===== src/hdl/csirx_defines.vh =====
`ifndef CSIRX_DEFINES_VH
`define CSIRX_DEFINES_VH

// register addresses (byte addresses on the plain port)
`define CSIRX_ADDR_MODE      4'h0
`define CSIRX_ADDR_CLKSEL    4'h4
`define CSIRX_ADDR_RXWORD    4'h8
`define CSIRX_ADDR_RXLOW     4'hc
`define CSIRX_ADDR_RXMIRROR  4'h6

// mode register fields
`define CSIRX_MODE_EN        7
`define CSIRX_MODE_TRMD      6
`define CSIRX_MODE_LEN       5
`define CSIRX_MODE_DIR       4
`define CSIRX_MODE_REPEAT    2
`define CSIRX_MODE_BUSY      0

// clock select fields
`define CSIRX_CS_CKP         4
`define CSIRX_CS_DAP         3
`define CSIRX_CS_SEL_HI      2
`define CSIRX_CS_SEL_LO      0
`define CSIRX_SEL_MAX_MASTER 3'h4
`define CSIRX_DIV_W          5
`define CSIRX_LEN8           5'h08
`define CSIRX_LEN16          5'h10

`define CSIRX_MODE_RESET     8'h00
`define CSIRX_CLKSEL_RESET   8'h00
`define CSIRX_RX_RESET       16'h0000

`endif


===== src/hdl/csirx_top.v =====
`timescale 1ns/1ps
`include "csirx_defines.vh"

// half-period enable pulse for the master shift clock
module csirx_clkdiv
#(
	parameter DIV_W = 5
)
(
	// clock and reset
	input  wire       clk_sys,
	input  wire       rstN,
	// control
	input  wire       run,
	input  wire [2:0] sel,
	// enable pulse
	output wire       tick
);

	localparam [DIV_W-1:0] ONE = {{(DIV_W-1){1'b0}}, 1'b1};

	reg  [DIV_W-1:0] div_ff;
	reg  [DIV_W-1:0] nxt_div;
	wire [DIV_W-1:0] divMask;

	// code k toggles every 2^k cycles, a full period of 2^(k+1)
	assign divMask = (ONE << sel) - ONE;
	assign tick    = run && ((div_ff & divMask) == divMask);

	always @*
	begin
		nxt_div = div_ff + ONE;
		if (!run || tick)
			nxt_div = {DIV_W{1'b0}};
	end

	always @(posedge clk_sys or negedge rstN)
	begin
		if (!rstN)
			div_ff <= {DIV_W{1'b0}};
		else
			div_ff <= nxt_div;
	end

endmodule

// edge finder for the slave shift clock
module csirx_edgedet
(
	// clock and reset
	input  wire clk_sys,
	input  wire rstN,
	// watched level
	input  wire lvl,
	// one-cycle edge pulses
	output wire rise,
	output wire fall
);

	reg lvlD_ff;

	// pin is taken as synchronous, one flop of history is enough
	always @(posedge clk_sys or negedge rstN)
	begin
		if (!rstN)
			lvlD_ff <= 1'b0;
		else
			lvlD_ff <= lvl;
	end

	assign rise = !lvlD_ff && lvl;
	assign fall = lvlD_ff && !lvl;

endmodule

module csirx_top
(
	// clock and reset
	input  wire        clk_sys,
	input  wire        arst_n,
	// register port
	input  wire [3:0]  regAddr,
	input  wire [15:0] regWdata,
	input  wire        regWr,
	input  wire        regRd,
	output reg  [15:0] regRdata,
	// serial link
	input  wire        sckIn,
	output wire        sckOut,
	output wire        sckOe,
	output wire        serialOut,
	input  wire        serialIn,
	// status toward the rest of the channel
	output wire        rxDone
);

	// reset release
	reg  [1:0]  rstSync_ff;
	wire        rstN;

	// software-visible registers
	reg  [7:0]  mode_ff;
	reg  [7:0]  clkSel_ff;
	reg  [15:0] rxBuf_ff;
	reg  [15:0] nxt_rdata;

	// receive engine
	reg  [15:0] shift_ff;
	reg  [15:0] nxt_shift;
	reg  [4:0]  bitCnt_ff;
	reg         sck_ff;
	reg         busy_ff;
	reg         done_ff;
	wire        tick;
	wire        sckRise;
	wire        sckFall;

	// assert at once, release two clean edges later
	always @(posedge clk_sys or negedge arst_n)
	begin
		if (!arst_n)
			rstSync_ff <= 2'h0;
		else
			rstSync_ff <= {rstSync_ff[0], 1'b1};
	end

	assign rstN = rstSync_ff[1];

	// mode and clock select fields
	wire       enable  = mode_ff[`CSIRX_MODE_EN];
	wire       trmd    = mode_ff[`CSIRX_MODE_TRMD];
	wire       len16   = mode_ff[`CSIRX_MODE_LEN];
	wire       lsbFst  = mode_ff[`CSIRX_MODE_DIR];
	wire       repeatM = mode_ff[`CSIRX_MODE_REPEAT];
	wire       ckp     = clkSel_ff[`CSIRX_CS_CKP];
	wire       dap     = clkSel_ff[`CSIRX_CS_DAP];
	wire [2:0] sel     = clkSel_ff[`CSIRX_CS_SEL_HI:`CSIRX_CS_SEL_LO];
	wire       master  = (sel <= `CSIRX_SEL_MAX_MASTER);

	// a disabling write empties the buffers at once, so a read right behind it sees zero
	wire       disWr   = regWr && (regAddr == `CSIRX_ADDR_MODE) && !regWdata[`CSIRX_MODE_EN];
	wire       abort   = !enable || disWr;

	// word and low view start a reception, the mirror never does
	wire       rdWord  = regRd && (regAddr == `CSIRX_ADDR_RXWORD);
	wire       rdLow   = regRd && (regAddr == `CSIRX_ADDR_RXLOW);
	wire       rdStart = enable && !trmd && (rdWord || rdLow);
	wire       start   = rdStart || (repeatM && done_ff && enable);

	csirx_clkdiv
	#(
		.DIV_W (`CSIRX_DIV_W)
	)
	u_clkdiv
	(
		.clk_sys (clk_sys),
		.rstN    (rstN),
		.run     (busy_ff && master),
		.sel     (sel),
		.tick    (tick)
	);

	csirx_edgedet u_sckEdge
	(
		.clk_sys (clk_sys),
		.rstN    (rstN),
		.lvl     (sckIn),
		.rise    (sckRise),
		.fall    (sckFall)
	);

	// ckp chooses the idle level; dap chooses whether the first edge samples or shifts
	wire       lvl      = master ? sck_ff : sckIn;
	wire       edgeA    = master ? (tick && (sck_ff == ckp)) : (ckp ? sckFall : sckRise);
	wire       edgeB    = master ? (tick && (sck_ff != ckp)) : (ckp ? sckRise : sckFall);
	wire       sampEdge = busy_ff && (dap ? edgeB : edgeA);
	wire       shftEdge = busy_ff && (dap ? edgeA : edgeB);
	wire [4:0] lastBit  = len16 ? `CSIRX_LEN16 : `CSIRX_LEN8;

	// late phase: the last sample closes the frame, so no extra clock edge leaks out
	wire       frameEnd = busy_ff && (bitCnt_ff == lastBit) && (dap || shftEdge);

	// mode register, busy bit is read-only
	always @(posedge clk_sys or negedge rstN)
	begin
		if (!rstN)
			mode_ff <= `CSIRX_MODE_RESET;
		else if (regWr && (regAddr == `CSIRX_ADDR_MODE))
			mode_ff <= {regWdata[7:1], 1'b0};
	end

	// clock select, only safe to change while disabled
	always @(posedge clk_sys or negedge rstN)
	begin
		if (!rstN)
			clkSel_ff <= `CSIRX_CLKSEL_RESET;
		else if (regWr && (regAddr == `CSIRX_ADDR_CLKSEL))
			clkSel_ff <= regWdata[7:0];
	end

	// frame sequencer
	always @(posedge clk_sys or negedge rstN)
	begin
		if (!rstN)
		begin
			bitCnt_ff <= 5'h00;
			busy_ff   <= 1'b0;
			done_ff   <= 1'b0;
		end
		else
		begin
			done_ff <= 1'b0;
			if (abort)
			begin
				bitCnt_ff <= 5'h00;
				busy_ff   <= 1'b0;
			end
			else if (!busy_ff)
			begin
				if (start)
				begin
					busy_ff   <= 1'b1;
					bitCnt_ff <= 5'h00;
				end
			end
			else if (frameEnd)
			begin
				busy_ff <= 1'b0;
				done_ff <= 1'b1;
			end
			else if (sampEdge)
				bitCnt_ff <= bitCnt_ff + 5'h01;
		end
	end

	// next shift value for either bit order and length
	always @*
	begin
		nxt_shift = shift_ff;
		if (lsbFst && len16)
			nxt_shift = {serialIn, shift_ff[15:1]};
		else if (lsbFst)
			nxt_shift = {8'h00, serialIn, shift_ff[7:1]};
		else
			nxt_shift = {shift_ff[14:0], serialIn};
	end

	// shift register and receive buffer
	always @(posedge clk_sys or negedge rstN)
	begin
		if (!rstN)
		begin
			shift_ff <= `CSIRX_RX_RESET;
			rxBuf_ff <= `CSIRX_RX_RESET;
		end
		else if (abort)
		begin
			shift_ff <= `CSIRX_RX_RESET;
			rxBuf_ff <= `CSIRX_RX_RESET;
		end
		else
		begin
			if (sampEdge && !frameEnd)
				shift_ff <= nxt_shift;
			if (frameEnd)
				rxBuf_ff <= len16 ? shift_ff : {8'h00, shift_ff[7:0]};
		end
	end

	// master shift clock, parked at the idle level outside frames
	always @(posedge clk_sys or negedge rstN)
	begin
		if (!rstN)
			sck_ff <= 1'b0;
		else if (abort || !busy_ff || frameEnd)
			sck_ff <= ckp;
		else if (tick)
			sck_ff <= ~sck_ff;
	end

	// receive-only: data out idles high; transmit path lives elsewhere
	assign serialOut = 1'b1;
	assign sckOut    = lvl;
	assign sckOe     = enable && master;
	assign rxDone    = done_ff;

	always @*
	begin
		nxt_rdata = 16'h0000;
		case (regAddr)
			`CSIRX_ADDR_MODE:     nxt_rdata = {8'h00, mode_ff[7:1], busy_ff};
			`CSIRX_ADDR_CLKSEL:   nxt_rdata = {8'h00, clkSel_ff};
			`CSIRX_ADDR_RXWORD:   nxt_rdata = rxBuf_ff;
			`CSIRX_ADDR_RXLOW:    nxt_rdata = {8'h00, rxBuf_ff[7:0]};
			`CSIRX_ADDR_RXMIRROR: nxt_rdata = rxBuf_ff;
			default:              nxt_rdata = 16'h0000;
		endcase
	end

	always @(posedge clk_sys or negedge rstN)
	begin
		if (!rstN)
			regRdata <= 16'h0000;
		else if (regRd)
			regRdata <= nxt_rdata;
		else
			regRdata <= 16'h0000;
	end

endmodule


===== config.mk =====
export PLATFORM = sky130hd
export DESIGN_NAME = csirx_top
export DESIGN_NICKNAME = d
export VERILOG_FILES = /design/src/hdl/csirx_top.v
export VERILOG_INCLUDE_DIRS = /design/src /design/src/hdl
export SDC_FILE = /design/constraint.sdc
export NUM_CORES = 1
export LEC_CHECK = 0
export BUFFER_PORTS_ARGS = -buffer_cell sky130_fd_sc_hd__buf_2
export CAP_MARGIN = 30
export CORE_ASPECT_RATIO = 1.25
export CORE_MARGIN = 3
export CORE_UTILIZATION = 55
export CTS_BUF_LIST = sky130_fd_sc_hd__clkbuf_4 sky130_fd_sc_hd__clkbuf_8 sky130_fd_sc_hd__clkbuf_16
export CTS_CLUSTER_DIAMETER = 100
export DETAILED_ROUTE_END_ITERATION = 10
export PLACE_DENSITY = 0.76
export REMOVE_ABC_BUFFERS = 1
export SYNTH_ARGS = -nofsm -noshare
export SYNTH_HDL_FRONTEND = slang
export SYNTH_SLANG_ARGS = --single-unit

===== constraint.sdc =====
create_clock -name clk_sys -period 3.7 [get_ports clk_sys]
set_input_delay 0.37 -clock clk_sys [delete_from_list [all_inputs] [get_ports clk_sys]]
set_output_delay 0.37 -clock clk_sys [all_outputs]
set_load 0.01 [all_outputs]

==> results_dict.tcl <==
set metrics [dict create \
    status "completed" \
    critPathCaptureType "flip-flop" \
    p_clk_share_pct 33.3 \
    initial_core_util_pct 57.4 \
    grt_max_degree 78 \
    stdcell_count 465 \
    die_h_um 99.1 \
    rows 33 \
    ant_nets 0 \
    vdd_ir_drop_max_v 0.000264 \
    period_share_pct 82.7 \
    grt_overflow 0 \
    synthFlopType "dfrtp_1" \
    fillCellCount 530 \
    drcViolationCount 0 \
    yosysMostFrequentCell "dfrtp_1" \
    dieArea_sq_um 7980 \
    use_met2_pct 34.1 \
    clkTransAtPathRegs_ns 0.09 \
    drt_first_pass_iters 4 \
    ys_top_cells_by_area "dfrtp_1, mux2i_1, mux2_2" \
    p_int_mw 1.36 \
    ioPinCount 46 \
    totalWireLength_um 7750 \
    synth_top_area_share_pct 51.8 \
    slew_viol_final 0 \
    syn-instance-count 336 \
    setup_viol 0 \
    netlist_top_cells_count "dfrtp_1, nor2_1, mux2i_1" \
    dp.cells 447 \
    clock_sinks 79 \
    synth-seq-area-share_pct 51.8 \
    synth_edf_count 0 \
    synth_warnings 0 \
    ys_ff_latch 79 \
    drive_gt1_share_pct 25.4 \
    worstPathArrival_ns 3.24 \
    synth_top_area_cell "dfrtp_1" \
    slew_headroom_pct 38.1 \
    critPathRequiredTime_ns 3.88 \
    clk_path_buf_depth 2 \
    globalplace.congestion 0.767 \
    postCtsSetupBuffers 0 \
    htreeDepth 3 \
    timing.fmax_ghz 0.327 \
    grt_pass1_wl_um 13100 \
    die_w_um 80.5 \
    switching_share_pct 29.0 \
    tritoncts "yes" \
    tightest_slew_ns 0.928 \
    path_class "reg2reg" \
    wire_per_inst_um 16.7 \
    ys_types 48 \
    drv_cap 0 \
    dp_hpwl_um 5070 \
    core_sq_um 6650 \
    syn_area_sq_um 3810 \
    holdBufCountCts 1 \
    fin_area_sq_um 4300 \
    min_period_ns 3.06 \
    rsz0062_at_grt "false" \
    finalHoldViolations 0 \
    fin_worst_skew_ns 0.00672 \
    powerDensity_nw_per_um2 444 \
    antenna_found_initial 0 \
    placed_area_sq_um 4060 \
    insertion_delay_ns 0.35 \
    drt_iter0_drc 147 \
    num_vias 2695 \
    tns_ns 0 \
    numCtsBuffers 9 \
    p_seq_share_pct 51.6 \
    hp-class "reg2async" \
    leakage_nw 1.87 \
    diodes 0 \
    grt.busiest_layer "met2" \
    cts-root-buf "clkbuf_8" \
    post_cts_resized 0 \
    viasPerCell 5.80 \
    share_comb_of_total_power_pct 15.1 \
    dp_slack_ns 0.702 \
    nNetsFinal 402 \
    numPortBuffers 36 \
    layout_setup_ws_ns 0.642 \
    grt_usage_pct 21.2 \
    ys_async_sr_fraction_pct 100 \
    synth_area_per_cell_sq_um 11.4 \
    area_delta_synth_final_pct 12.7 \
    cp-start-kind "flip-flop" \
    p_sw_mw 0.553 \
    use_met1_pct 29.0 \
    first_global_vias 2670 \
    holdWs_ns 0.113 \
    use_met3_pct 4.17 \
    crit_fanout 19 \
]
## state kept, by name, indices dropped and copies added, names as in the netlist, 2 cells and up
register         count
rstSync_ff           2
clkSel_ff            8
mode_ff              7
regRdata            16
shift_ff            16
u_clkdiv.div_ff      5
rxBuf_ff            16
bitCnt_ff            5
## worst paths after layout
check                                          from                     endpoint  slack (ns)  cells past startpoint
max                        clkSel_ff[4]$_DFFE_PN0P_      shift_ff[9]$_DFFE_PN0P_        0.64                      6
min                         rstSync_ff[1]$_DFF_PN0_      shift_ff[3]$_DFFE_PN0P_        0.11                      0
max reg2reg                clkSel_ff[4]$_DFFE_PN0P_      shift_ff[9]$_DFFE_PN0P_        0.64                      6
min reg2reg                 rstSync_ff[1]$_DFF_PN0_      shift_ff[3]$_DFFE_PN0P_        0.11                      0
max in group asynchronous   rstSync_ff[1]$_DFF_PN0_       regRdata[15]$_DFF_PN0_        3.04                      1
min in group clk_sys                          sckIn  u_sckEdge.lvlD_ff$_DFF_PN0_        0.20                      1
## area by class of cell
| class | count | area [sq um] | area share (%) |
|---|---|---|---|
| timing repair buffer | 41 | 253 | 5.88 |
| inverter | 6 | 22.5 | 0.524 |
| sequential | 79 | 1980 | 46.1 |
| tap | 87 | 109 | 2.53 |
| multi-input combinational | 236 | 1740 | 40.4 |
| clock buffer | 9 | 124 | 2.88 |
| clock inverter | 7 | 73.8 | 1.72 |
## power by group through the flow
stage	sequential, mW	combinational [mW]	clock, mW
6_report	0.985	0.289	0.635
3_3_place_gp	1.01	0.266	0
5_1_grt	0.994	0.320	0.688
3_5_place_dp	1.02	0.271	0
2_1_floorplan	0.986	0.191	0
4_1_cts	0.999	0.274	0.651
## through the flow
step | power [mW] | utilization [%]
2_1_floorplan | 1.18 | -
3_3_place_gp | 1.28 | 61.1
3_5_place_dp | 1.29 | 61.1
4_1_cts | 1.92 | 64.2
5_1_grt | 2.00 | 64.7
6_report | 1.91 | 64.7
## critical path: stages (launching register included)
cell and delay (ns):
dfrtp_1 0.49, xor2_1 0.21, or3b_1 0.36, a21o_1 0.21, a2bb2oi_2 0.67, and2_1 0.76
a211oi_1 0.18
## cell families after synthesis
| logic type | count (synthesis) | share of synthesized area [%] |
|---|---|---|
| compound gates | 72 | 13.6 |
| mux | 54 | 15.0 |
| simple gates | 98 | 13.6 |
| flops | 79 | 51.8 |
| other cells | 1 | 0.0983 |
| fa+ha+maj | 3 | 0.984 |
| buf+inv | 22 | 2.95 |
| xor+xnor | 7 | 1.97 |
## placed cells by master, fill, tap and decap left out, types with 2 or more instances in the layout
master,synthesis,layout
a211oi_1,8,8
a211oi_2,9,9
a21oi_1,22,22
a22oi_1,8,8
and2_1,20,20
and3_1,2,2
buf_2,3,36
buf_4,3,2
clkbuf_8,0,9
clkinvlp_4,0,4
conb_1,1,2
dfrtp_1,79,78
ha_1,3,3
inv_1,6,6
mux2_2,23,23
mux2i_1,30,30
nand2_1,9,9
nand3_1,10,10
nand3b_1,7,7
nand4_1,4,4
nor2_1,34,34
nor2b_1,3,3
o21ai_0,7,7
o21ai_1,5,3
o21ai_2,1,3
o31ai_1,2,2
or3b_1,3,3
xor2_1,5,5
## layer usage
metal  wire (um)  part of all wire, %
met5           0                    0
met4          89                  1.1
met3         307                  4.0
met2        3880                   50
met1        3470                   45
Power figures use the tool's default switching activity.
